## src/design/scs_pkg.sv

```systemverilog
// package: constants and types of the spi configuration and status slice
`default_nettype none
package scs_pkg;

    // ****************************************************************
    // register map
    // ****************************************************************
    localparam logic [7:0] SCS_CFG_ADDR   = 8'hA1;
    localparam int         SCS_BIT_BUSY   = 7;
    localparam int         SCS_BIT_MASTER_ENABLE  = 6;
    localparam int         SCS_BIT_PHASE  = 5;
    localparam int         SCS_BIT_POL    = 4;
    localparam int         SCS_BIT_SLAVE_SELECTED = 3;
    localparam int         SCS_BIT_PINRAW = 2;
    localparam int         SCS_BIT_SHIFT_REG_EMPTY   = 1;
    localparam int         SCS_BIT_RX_BUFFER_EMPTY  = 0;
    localparam logic [7:0] SCS_CFG_RESET  = 8'h07;
    localparam logic [7:0] SCS_WR_MASK    = 8'h70;

    // ****************************************************************
    // timing
    // ****************************************************************
    localparam int SCS_CLK_PERIOD_PS   = 5000;
    localparam int SCS_DEGLITCH_MIN_PS = 10000;
    localparam int SCS_DEGLITCH_CYC_I  =
        (SCS_DEGLITCH_MIN_PS + SCS_CLK_PERIOD_PS - 1) / SCS_CLK_PERIOD_PS;
    localparam int SCS_DEGLITCH_CYC    =
        (SCS_DEGLITCH_CYC_I < 1) ? 1 : SCS_DEGLITCH_CYC_I;
    localparam int SCS_DG_W            = 4;

    // ****************************************************************
    // types
    // ****************************************************************
    typedef struct packed {
        logic master_enable;
        logic clock_phase;
        logic clock_polarity;
    } scs_cfg_s;

    typedef struct packed {
        logic sck;
        logic slave_select_n;
        logic mosi;
        logic miso;
    } scs_pins_s;

    typedef struct packed {
        logic xfer_active;
        logic shift_done;
        logic tx_pending;
        logic rx_pending;
        logic tx_load;
        logic rx_unread;
        logic master_bit_last;
        logic multi_master;
    } scs_eng_s;

endpackage
`default_nettype wire

```

## src/design/scs_config_status.sv

```systemverilog
// spi configuration and status register slice with pin sampling
`default_nettype none

// Behaviour
// - busy bit follows transfer in progress
// - master enable 0 slave, 1 master drives clock
// - phase selects first or second centring edge
// - polarity sets idle level of clock line
// - slave selected from de-glitched select pin
// - raw select pin level readable
// - slave shift empty set when all drained
// - shift empty cleared by load or clock edge
// - shift empty reads one in master
// - receive empty one when buffer read
// - receive empty zero while unread byte
// - receive empty reads one in master
// - slave samples mosi at bit midpoint
// - master samples miso one cycle before end
// - disable unit before changing phase or polarity; not enforced here, phase and polarity writes are taken at any time
// - mode fault clears master and unit enable
module scs_config_status
    import scs_pkg::*;
(
    input  wire logic      clk,
    input  wire logic      nrst,
    input  wire logic [7:0] sfr_addr,
    input  wire logic      sfr_wr,
    input  wire logic      sfr_rd,
    input  wire logic [7:0] sfr_wdata,
    output logic     [7:0] sfr_rdata,
    input  wire scs_pins_s pins,
    input  wire scs_eng_s  eng,
    input  wire logic      unit_enable,
    output scs_cfg_s       cfg,
    output logic           sck_oe_n,
    output logic           sck_idle,
    output logic           mosi_sample,
    output logic           mosi_bit,
    output logic           miso_sample,
    output logic           miso_bit,
    output logic           sck_edge,
    output logic           mode_fault_flag,
    output logic           unit_enable_clr,
    output logic           slave_selected
);

    // ****************************************************************
    // pin synchronisers
    // ****************************************************************
    scs_pins_s sync1_reg;
    scs_pins_s sync2_reg;
    logic      sck_prev_reg;
    scs_cfg_s  cfg_reg;
    scs_cfg_s  cfg_next;

    always_ff @(posedge clk or negedge nrst)
    begin
        if (!nrst)
        begin
            sync1_reg    <= 4'h4;
            sync2_reg    <= 4'h4;
            sck_prev_reg <= 1'b0;
        end
        else
        begin
            sync1_reg    <= pins;
            sync2_reg    <= sync1_reg;
            sck_prev_reg <= sync2_reg.sck;
        end
    end

    logic sck_rise;
    logic sck_fall;
    logic sck_any;
    logic lead_edge;
    logic mid_edge;

    always_comb
    begin
        sck_rise  = sync2_reg.sck & ~sck_prev_reg;
        sck_fall  = ~sync2_reg.sck & sck_prev_reg;
        sck_any   = sck_rise | sck_fall;
        lead_edge = cfg_reg.clock_polarity ? sck_fall : sck_rise;
        // data centred on leading edge for phase 0, trailing for 1
        mid_edge  = cfg_reg.clock_phase ? (sck_any & ~lead_edge) : lead_edge;
    end

    // ****************************************************************
    // select de-glitch
    // ****************************************************************
    logic [SCS_DG_W-1:0] dg_cnt_reg;
    logic [SCS_DG_W-1:0] dg_cnt_next;
    logic                sel_reg;
    logic                sel_next;

    always_comb
    begin
        dg_cnt_next = dg_cnt_reg;
        sel_next    = sel_reg;
        if (sync2_reg.slave_select_n == sel_reg)
        begin
            // pin differs from selected state, count stable cycles
            if (dg_cnt_reg == SCS_DG_W'(SCS_DEGLITCH_CYC - 1))
            begin
                dg_cnt_next = '0;
                sel_next    = ~sync2_reg.slave_select_n;
            end
            else
            begin
                dg_cnt_next = dg_cnt_reg + SCS_DG_W'(1);
            end
        end
        else
        begin
            dg_cnt_next = '0;
        end
    end

    always_ff @(posedge clk or negedge nrst)
    begin
        if (!nrst)
        begin
            dg_cnt_reg <= '0;
            sel_reg    <= 1'b0;
        end
        else
        begin
            dg_cnt_reg <= dg_cnt_next;
            sel_reg    <= sel_next;
        end
    end

    // ****************************************************************
    // configuration bits and mode fault
    // ****************************************************************
    logic     fault_reg;
    logic     fault_next;
    logic     cfg_wr;
    logic     cfg_rd;

    always_comb
    begin
        cfg_wr     = sfr_wr & (sfr_addr == SCS_CFG_ADDR);
        cfg_rd     = sfr_rd & (sfr_addr == SCS_CFG_ADDR);
        cfg_next   = cfg_reg;
        fault_next = 1'b0;
        if (cfg_wr)
        begin
            // is software's duty; writes are taken at any time
            cfg_next.master_enable  = sfr_wdata[SCS_BIT_MASTER_ENABLE];
            cfg_next.clock_phase    = sfr_wdata[SCS_BIT_PHASE];
            cfg_next.clock_polarity = sfr_wdata[SCS_BIT_POL];
        end
        // fault beats a concurrent write of master enable
        if (cfg_reg.master_enable & eng.multi_master & ~sync2_reg.slave_select_n
            & unit_enable)
        begin
            cfg_next.master_enable = 1'b0;
            fault_next             = 1'b1;
        end
    end

    always_ff @(posedge clk or negedge nrst)
    begin
        if (!nrst)
        begin
            cfg_reg   <= '0;
            fault_reg <= 1'b0;
        end
        else
        begin
            cfg_reg   <= cfg_next;
            fault_reg <= fault_next;
        end
    end

    // ****************************************************************
    // shift register empty (slave)
    // ****************************************************************
    logic shift_reg_empty_reg;
    logic shift_reg_empty_next;

    always_comb
    begin
        shift_reg_empty_next = shift_reg_empty_reg;
        if (eng.shift_done & ~eng.tx_pending & ~eng.rx_pending)
        begin
            shift_reg_empty_next = 1'b1;
        end
        // a load or clock edge means the register is not idle
        if (eng.tx_load | sck_any)
        begin
            shift_reg_empty_next = 1'b0;
        end
    end

    always_ff @(posedge clk or negedge nrst)
    begin
        if (!nrst)
        begin
            shift_reg_empty_reg <= 1'b1;
        end
        else
        begin
            shift_reg_empty_reg <= shift_reg_empty_next;
        end
    end

    // ****************************************************************
    // register read
    // ****************************************************************
    logic [7:0] status;
    logic [7:0] rdata_reg;
    logic [7:0] rdata_next;

    always_comb
    begin
        status                 = '0;
        status[SCS_BIT_BUSY]   = eng.xfer_active;
        status[SCS_BIT_MASTER_ENABLE]  = cfg_reg.master_enable;
        status[SCS_BIT_PHASE]  = cfg_reg.clock_phase;
        status[SCS_BIT_POL]    = cfg_reg.clock_polarity;
        status[SCS_BIT_SLAVE_SELECTED] = sel_reg;
        status[SCS_BIT_PINRAW] = sync2_reg.slave_select_n;
        status[SCS_BIT_SHIFT_REG_EMPTY]   = cfg_reg.master_enable | shift_reg_empty_reg;
        status[SCS_BIT_RX_BUFFER_EMPTY]  = cfg_reg.master_enable | ~eng.rx_unread;
        rdata_next             = rdata_reg;
        if (cfg_rd)
        begin
            rdata_next = status;
        end
    end

    always_ff @(posedge clk or negedge nrst)
    begin
        if (!nrst)
        begin
            rdata_reg <= SCS_CFG_RESET;
        end
        else
        begin
            rdata_reg <= rdata_next;
        end
    end

    // ****************************************************************
    // data sampling and pin control outputs
    // ****************************************************************
    logic mosi_smp_reg;
    logic mosi_smp_next;
    logic mosi_bit_reg;
    logic mosi_bit_next;
    logic miso_smp_reg;
    logic miso_smp_next;
    logic miso_bit_reg;
    logic miso_bit_next;
    logic edge_reg;
    logic oe_n_reg;
    logic idle_reg;

    always_comb
    begin
        mosi_smp_next = 1'b0;
        mosi_bit_next = mosi_bit_reg;
        miso_smp_next = 1'b0;
        miso_bit_next = miso_bit_reg;
        if (~cfg_reg.master_enable & mid_edge)
        begin
            mosi_smp_next = 1'b1;
            mosi_bit_next = sync2_reg.mosi;
        end
        if (cfg_reg.master_enable & eng.master_bit_last)
        begin
            miso_smp_next = 1'b1;
            miso_bit_next = sync2_reg.miso;
        end
    end

    always_ff @(posedge clk or negedge nrst)
    begin
        if (!nrst)
        begin
            mosi_smp_reg <= 1'b0;
            mosi_bit_reg <= 1'b0;
            miso_smp_reg <= 1'b0;
            miso_bit_reg <= 1'b0;
            edge_reg     <= 1'b0;
            oe_n_reg     <= 1'b1;
            idle_reg     <= 1'b0;
        end
        else
        begin
            mosi_smp_reg <= mosi_smp_next;
            mosi_bit_reg <= mosi_bit_next;
            miso_smp_reg <= miso_smp_next;
            miso_bit_reg <= miso_bit_next;
            edge_reg     <= mid_edge;
            oe_n_reg     <= ~cfg_next.master_enable;
            idle_reg     <= cfg_next.clock_polarity;
        end
    end

    // ****************************************************************
    // outputs
    // ****************************************************************
    always_comb
    begin
        sfr_rdata       = rdata_reg;
        cfg             = cfg_reg;
        sck_oe_n        = oe_n_reg;
        sck_idle        = idle_reg;
        mosi_sample     = mosi_smp_reg;
        mosi_bit        = mosi_bit_reg;
        miso_sample     = miso_smp_reg;
        miso_bit        = miso_bit_reg;
        sck_edge        = edge_reg;
        mode_fault_flag = fault_reg;
        unit_enable_clr = fault_reg;
        slave_selected  = sel_reg;
    end

endmodule
`default_nettype wire

```

## config.mk

```make
export PLATFORM = sky130hd
export DESIGN_NAME = scs_config_status
export DESIGN_NICKNAME = d
export VERILOG_FILES = /design/src/design/scs_pkg.sv /design/src/design/scs_config_status.sv
export SDC_FILE = /design/constraint.sdc
export NUM_CORES = 1
export LEC_CHECK = 0
export BUFFER_PORTS_ARGS = -buffer_cell sky130_fd_sc_hd__buf_4
export CORE_ASPECT_RATIO = 1.1
export CORE_MARGIN = 4
export CORE_UTILIZATION = 49
export CTS_BUF_LIST = sky130_fd_sc_hd__clkbuf_4
export DETAILED_ROUTE_END_ITERATION = 7
export GPL_TIMING_DRIVEN = 1
export PLACE_DENSITY = 0.81
export SLEW_MARGIN = 10
export SYNTH_ARGS = -nofsm -noshare
export SYNTH_HDL_FRONTEND = slang
export SYNTH_SLANG_ARGS = --single-unit
```

## constraint.sdc

```tcl
create_clock -name clk -period 2 [get_ports clk]
set_clock_uncertainty 0.05 [all_clocks]
set_input_delay 0 -clock clk [delete_from_list [all_inputs] [get_ports clk]]
set_output_delay 0 -clock clk [all_outputs]
set_load 0.01 [all_outputs]
```

# After elaboration in Yosys (flattened, before gate mapping)
# Index checks and enable logic that the tools add are counted.
# word_totals
romBits,0
input_bits,33
latchBits,0
memories,0
word_cells,65
ramBits,0
reg_bits,33
# op_classes
div,0
bitwise,25
shift,0
n_eq_ne,3
mux,11
addsub,1
mul,0
reduce_logical,2
magnitude_cmp,0
# op_table
cell,n
$and A1 B1 Y1,12
$not A1 Y1,9
$eq A8 B8 Y1 const B,1
$mux W1,8
$mux W4,2
$add A4 B1 Y4 const B,1
$eq A4 B1 Y1 const B,1
$or A1 B1 Y1,4
$mux W3,1
$reduce_and A2 Y1,1
$reduce_bool A2 Y1,1
$eq A1 B1 Y1,1

# Depth between registers and ports, before layout
# Gate-level depths: netlist (run 1).
# logic_depth
word_depth,8
mapped_depth,5

# Least setup slack after synthesis (run 1)
# Ideal clock, no wire load.
# synth_timing
kind,flip-flop to flip-flop
from,register sync2_reg[3] (netlist name)
to,"register mosi_bit_reg, in the netlist mosi_bit"
setup_ns,0.125
t_arrival_ns,1.382
t_required_ns,1.825
n_path_buf,0
stages_incl_launch_ff,6
slack_ns,0.443
synth_period_minus_slack_ns,1.557
cell_sequence,dfrtp_1 > inv_1 > ha_1 > mux2i_1 > mux2i_1 > mux2_2
# synth_between
elab_chain_len,7
elab_cells_between_ends,9
cone_classes,2 x mux; 7 x bitwise
# synth_rtl
item,line_no,rtl
start: declaration,scs_config_status.sv:51,scs_pins_s sync2_reg;
start signal: assignment,scs_config_status.sv:67,sync2_reg <= sync1_reg;
$not A1 Y1,scs_config_status.sv:81,sck_fall = ~sync2_reg.sck & sck_prev_reg;
$and A1 B1 Y1,scs_config_status.sv:81,
$mux W1,scs_config_status.sv:83,lead_edge = cfg_reg.clock_polarity ? sck_fall : sck_rise;
$not A1 Y1,scs_config_status.sv:85,mid_edge = cfg_reg.clock_phase ? (sck_any & ~lead_edge) : lead_edge;
$and A1 B1 Y1,scs_config_status.sv:85,
$mux W1 (*),scs_config_status.sv:85,
$and A1 B1 Y1 (*),scs_config_status.sv:267,if (~cfg_reg.master_enable & mid_edge)
end signal: assignment,scs_config_status.sv:294,mosi_bit_reg <= mosi_bit_next;
end: declaration,scs_config_status.sv:251,logic mosi_bit_reg;
# Mark *: on every way between the ends. The rest lies on a longest branch, timed or not.
# A chain may end at the register's enable or synchronous reset.

# Worst setup path in the final report (run 1)
# Ends and elaborated chain as after synthesis.

==> impl_metrics.json, run 1 <==
{
  "outcome": "completed",
  "clk_pin_slew_worst_paths_ns": 0.10,
  "worst_pin_slew_ns": 0.401,
  "port-buffer-count": 48,
  "synth_nets": 129,
  "cts_tree": "yes",
  "cts_max_path_buffers": 2,
  "yosys_warnings": 0,
  "synthCells": 92,
  "ys_ff_latch": 33,
  "dp_cells": 167,
  "drive_gt1_share_pct": 48.4,
  "area_growth_pct": 44.0,
  "path_buf_inv": 1,
  "setup_viol": 0,
  "dpl.hpwl_um": 1870,
  "cts_root_buf": "clkbuf_4",
  "largest_reg_flops": 8,
  "clock-sinks": 33,
  "synthAdderAreaFrac_pct": 3.82,
  "min_path_type": "in -> reg",
  "critical_path_arrival_ns": 1.85,
  "n_antenna_cell": 0,
  "crit_chain": "inv_1 > ha_1 > mux2i_1 > mux2i_1 > mux2_2",
  "synth_area_sq_mm": 0.00131,
  "post-route-min-period_ns": 1.70,
  "cts_hold_buf": 15,
  "firstDrtPassIters": 3,
  "period_share_pct": 84.9,
  "slowest_stage": "dfrtp_1",
  "drv_cap": 0,
  "die_area_sq_mm": 0.00356,
  "cpMostUsedCell": "mux2i_1",
  "routedWlPerCell_um": 13.8,
  "final_nets": 195,
  "clk_latency_ns": 0.32,
  "antenna_left": 0,
  "yosys.area_share.simple_pct": 11.5,
  "yosysUniqueCellTypes": 20,
  "synth_top_family_by_area": "multiplexers",
  "core_area_sq_mm": 0.00252,
  "max_freq_mhz": 589,
  "antenna_found_initial": 0,
  "ir_worst_vdd_mv": 0.641,
  "finalSetupTns_ns": 0,
  "slew_headroom_pct": 73.3,
  "die_y_um": 62.2,
  "grt_usage_pct": 16.6,
  "final_common_cell": "buf_4",
  "end_kind": "flop",
  "grt_first_pass_wirelength_um": 4600,
  "cp_top_family": "multiplexers",
  "rows": 19,
  "numCtsBuffers": 5,
  "grt.overflow.total": 0,
  "viasPerCell": 4.82,
  "synth_mux_area_share_pct": 14.1,
  "layout_common_cells": "48 x buf_4, 26 x dfrtp_1, 15 x dlygate4sd3_1",
  "met3_wirelength_um": 213,
  "htree_levels": 2,
  "post_cts_resized": 0,
  "crit_type": "reg -> reg",
  "p_leak_nw": 0.974,
  "syn_avg_cell_area_sq_um": 14.2,
  "ys_seq_area_share_pct": 63.8,
  "fp.dieW_um": 57.3,
  "postCtsSetupBuffers": 0,
  "wl_met2_um": 1430,
  "top_layer_used": "met4",
  "pin_count": 54,
  "wl_met1_um": 940,
  "drv_slew": 0,
  "start_kind": "flop",
  "initial_core_util_pct": 51.9,
  "path_max_fanout": 3,
  "hold_viol": 0,
  "synth_compound_area_share_pct": 0.765,
  "grt_max_degree": 34,
  "rsz0062_at_grt": "no",
  "finalPower_w": 0.00141,
  "crit_required_ns": 2.16,
  "final_cells": 190,
  "grt_pass1_vias": 1043,
  "synth_xor_area_share_pct": 2.01,
  "wl_um": 2620,
  "vias": 915,
  "drcViolationCount": 0,
  "drt-initial-drc-count": 24,
  "powerDensity_mw_per_mm2": 747,
  "cpPeakStageDelay_ns": 0.39,
  "place.gp.congestion": 0.709
}
-- area by class of cell --
type	count	area, sq um
timing repair buffer	63	510
sequential	33	835
clock inverter	1	3.75
fill	176	636
multi-input combinational	49	422
inverter	6	22.5
tap	31	38.8
clock buffer	7	52.6
-- worst reg2reg max path, cell delays in order, from the launching register on --
cell,delay (ns)
dfrtp_1,0.39
inv_1,0.06
ha_1,0.18
mux2i_1,0.25
mux2i_1,0.29
mux2_2,0.36
-- synthesized netlist by cell type --
| cell type | count | area (sq um) |
|---|---|---|
| dfrtp_1 | 26 | 651 |
| mux2_2 | 12 | 135 |
| nor2_1 | 8 | 30.0 |
| dfstp_2 | 7 | 184 |
| inv_1 | 6 | 22.5 |
| mux2i_1 | 5 | 50.1 |
| buf_4 | 4 | 30.0 |
| ha_1 | 4 | 50.1 |
| nand2b_1 | 3 | 18.8 |
| nor3b_1 | 3 | 22.5 |
| a21oi_1 | 2 | 10.0 |
| nand2_1 | 2 | 7.51 |
| nand3_1 | 2 | 10.0 |
| xnor2_1 | 2 | 17.5 |
| and2_1 | 1 | 6.26 |
| and4bb_2 | 1 | 12.5 |
| nand3_2 | 1 | 10.0 |
| nand4b_1 | 1 | 8.76 |
| nor4b_4 | 1 | 23.8 |
| xor2_1 | 1 | 8.76 |
-- logic make-up after synthesis --
logic type	count (synthesis)
flip-flops	33
AND/OR/NAND/NOR	23
multiplexers	17
buffers and inverters	10
adder cells (fa/ha/maj)	4
XOR/XNOR	3
AO/OA/AOI/OAI	2
-- power by group --
| part | internal [W] | switching, W |
|---|---|---|
| Clock | 0.000162 | 0.000196 |
| Combinational | 0.000155 | 0.000113 |
| Sequential | 0.000732 | 0.0000479 |
| Total | 0.00105 | 0.000358 |
-- routing by layer --
layer  vias up  track usage [%]
met5         -                0
met3         5             4.97
met2        35             29.9
met4         0             6.96
li1        433                -
met1       442             17.6
-- path summary, 6_finish.rpt --
check	endpoint	depth (start not counted)	start	slack [ns]
worst max register to register	mosi_bit$_DFFE_PN0P_	5	sync2_reg[3]$_DFF_PN0_	0.30
worst min register to register	sync2_reg[1]$_DFF_PN0_	0	sync1_reg[1]$_DFF_PN0_	0.29
worst min-delay path	sfr_rdata[1]$_DFFE_PN1P_	3	sfr_rd	0.05
worst max-delay path	mosi_bit$_DFFE_PN0P_	5	sync2_reg[3]$_DFF_PN0_	0.30
max in group asynchronous	sck_oe_n$_DFF_PN1_	2	nrst	1.47
min in group asynchronous	sync2_reg[1]$_DFF_PN0_	2	nrst	0.09
-- stage by stage --
stage	setup WS, ns	hold WS (ns)	util, %	cell area [sq um]
2_1_floorplan	0.443	-0.346	-	1310
3_3_place_gp	0.380	-0.0970	66.6	1680
3_5_place_dp	0.318	-0.0878	66.6	1680
4_1_cts	0.292	0.0294	74.8	1880
5_1_grt	0.162	0.0570	74.8	1880
6_report	0.302	0.0485	74.8	1880
Power figures use the tool's default switching activity.
==> run 2, diff against run 1 <==
--- a/config.mk
+++ b/config.mk
@@ -8,11 +8,11 @@
 export BUFFER_PORTS_ARGS = -buffer_cell sky130_fd_sc_hd__buf_4
 export CORE_ASPECT_RATIO = 1.1
 export CORE_MARGIN = 4
-export CORE_UTILIZATION = 49
+export CORE_UTILIZATION = 44
 export CTS_BUF_LIST = sky130_fd_sc_hd__clkbuf_4
 export DETAILED_ROUTE_END_ITERATION = 7
 export GPL_TIMING_DRIVEN = 1
-export PLACE_DENSITY = 0.81
+export PLACE_DENSITY = 0.77
 export SLEW_MARGIN = 10
 export SYNTH_ARGS = -nofsm -noshare
 export SYNTH_HDL_FRONTEND = slang
==> constraint.sdc (replaced) <==
create_clock -name clk -period 1.5 [get_ports clk]
set_clock_uncertainty 0.05 [all_clocks]
set_input_delay 0 -clock clk [delete_from_list [all_inputs] [get_ports clk]]
set_output_delay 0 -clock clk [all_outputs]
set_load 0.01 [all_outputs]
==> impl_metrics.json, run 2 (synthesis results as in run 1) <==
{
  "viasPerCell": 4.77,
  "htree_levels": 2,
  "routedWlPerCell_um": 14.4,
  "outcome": "finished, violations left",
  "n_antenna_cell": 0,
  "grt_usage_pct": 15.9,
  "powerDensity_mw_per_mm2": 962,
  "end_kind": "flop",
  "drcViolationCount": 0,
  "slew_headroom_pct": 73.2,
  "dpl.hpwl_um": 1940,
  "grt_pass1_vias": 1003,
  "max_freq_mhz": 622,
  "rsz0062_at_grt": "yes",
  "die_y_um": 65.2,
  "firstDrtPassIters": 5,
  "wl_um": 2830,
  "hold_viol": 0,
  "grt.overflow.total": 0,
  "drv_slew": 0,
  "vias": 940,
  "cts_max_path_buffers": 2,
  "crit_required_ns": 1.67,
  "numCtsBuffers": 5,
  "worst_pin_slew_ns": 0.402,
  "clock-sinks": 33,
  "grt_max_degree": 34,
  "rows": 20,
  "finalSetupTns_ns": -0.109,
  "crit_type": "reg -> reg",
  "min_path_type": "in -> reg",
  "place.gp.congestion": 0.692,
  "fin_ws_ns": -0.109,
  "violations": "setup timing",
  "core_area_sq_mm": 0.00280,
  "antenna_found_initial": 0,
  "clk_pin_slew_worst_paths_ns": 0.10,
  "drv_cap": 0,
  "cts_root_buf": "clkbuf_4",
  "largest_reg_flops": 8,
  "final_common_cell": "buf_4",
  "layout_common_cells": "53 x buf_4, 26 x dfrtp_1, 16 x dlygate4sd3_1",
  "final_cells": 197,
  "setup_viol": 1,
  "final_nets": 201,
  "grt_first_pass_wirelength_um": 4550,
  "start_kind": "flop",
  "initial_core_util_pct": 46.7,
  "path_max_fanout": 3,
  "finalPower_w": 0.00189,
  "critical_path_arrival_ns": 1.78,
  "pin_count": 54,
  "drt-initial-drc-count": 18,
  "p_leak_nw": 1.00,
  "port-buffer-count": 48,
  "period_share_pct": 107,
  "antenna_left": 0,
  "post-route-min-period_ns": 1.61,
  "fp.dieW_um": 60,
  "clk_latency_ns": 0.33,
  "cts_tree": "yes",
  "die_area_sq_mm": 0.00391,
  "area_growth_pct": 50.0,
  "drive_gt1_share_pct": 53.7,
  "ir_worst_vdd_mv": 0.697,
  "hold_ws_ns": 0.0436,
  "dp_cells": 172
}
==> run 2: cell types whose count changed in the layout (fill, tap and decap cells not counted), moves of 2 or more <==
| cell | previous run | this run |
|---|---|---|
| nor3b_1 | 3 | 1 |
| ha_2 | 0 | 2 |
| nor3b_2 | 0 | 2 |
| mux2i_1 | 5 | 3 |
| ha_1 | 4 | 2 |
| buf_4 | 48 | 53 |
==> run 2: area by class of cell <==
class                           instances  area (sq um)
Clock buffer                            6          45.0
Clock inverter                          1          5.00
Fill cell                             194           840
Inverter                                6          22.5
Multi-Input combinational cell         49           457
Sequential cell                        33           835
Tap cell                               33          41.3
Timing Repair Buffer                   69           558
==> run 2: critical path, stage by stage (launching register included) <==
cell,delay [ns]
dfrtp_1,0.40
inv_1,0.06
ha_2,0.18
mux2i_4,0.18
mux2i_2,0.30
mux2_4,0.32
==> run 2: path summary, 6_finish.rpt <==
check / slack (ns) / end / from / cells past startpoint
min in group asynchronous: 0.09 / sck_edge$_DFF_PN0_ / nrst / 2
worst min register to register: 0.31 / status[2]$_DFF_PN1_ / sync1_reg[2]$_DFF_PN1_ / 0
worst max register to register: -0.11 / mosi_bit$_DFFE_PN0P_ / sync2_reg[3]$_DFF_PN0_ / 5
worst min-delay path: 0.04 / sfr_rdata[1]$_DFFE_PN1P_ / sfr_rd / 3
worst max-delay path: -0.11 / mosi_bit$_DFFE_PN0P_ / sync2_reg[3]$_DFF_PN0_ / 5
max in group asynchronous: 0.97 / sfr_rdata[2]$_DFFE_PN1P_ / nrst / 2
==> run 2: stage by stage <==
step | cell area, sq um | util [%] | setup WS, ns
floorplan | 1320 | - | -0.00201
global placement | 1710 | 61.1 | -0.0444
detailed placement | 1710 | 61.1 | -0.156
CTS | 1950 | 69.6 | -0.0776
global route | 1960 | 70.0 | -0.155
finish | 1960 | 70.0 | -0.109
==> run 2: where the power goes <==
group | switching (W) | internal [W]
clock network | 0.000268 | 0.000190
registers | 0.0000611 | 0.000977
logic | 0.000165 | 0.000227
total | 0.000493 | 0.00139
==> run 2: repair_timing <==
action,4_1_cts,5_1_grt
pin swaps,0,0
hold buffers,16,0
setup buffers,1,1
resized for setup,4,1
endpoints found under the hold margin,46,0
setup endpoints to repair,1,3
==> run 2: layer usage <==
| layer | GRT usage [%] | part of all wire [%] |
|---|---|---|
| met4 | 4.99 | 2.2 |
| met1 | 17.0 | 37 |
| met3 | 6.09 | 9.1 |
| met5 | 0 | 0 |
| met2 | 28.2 | 52 |
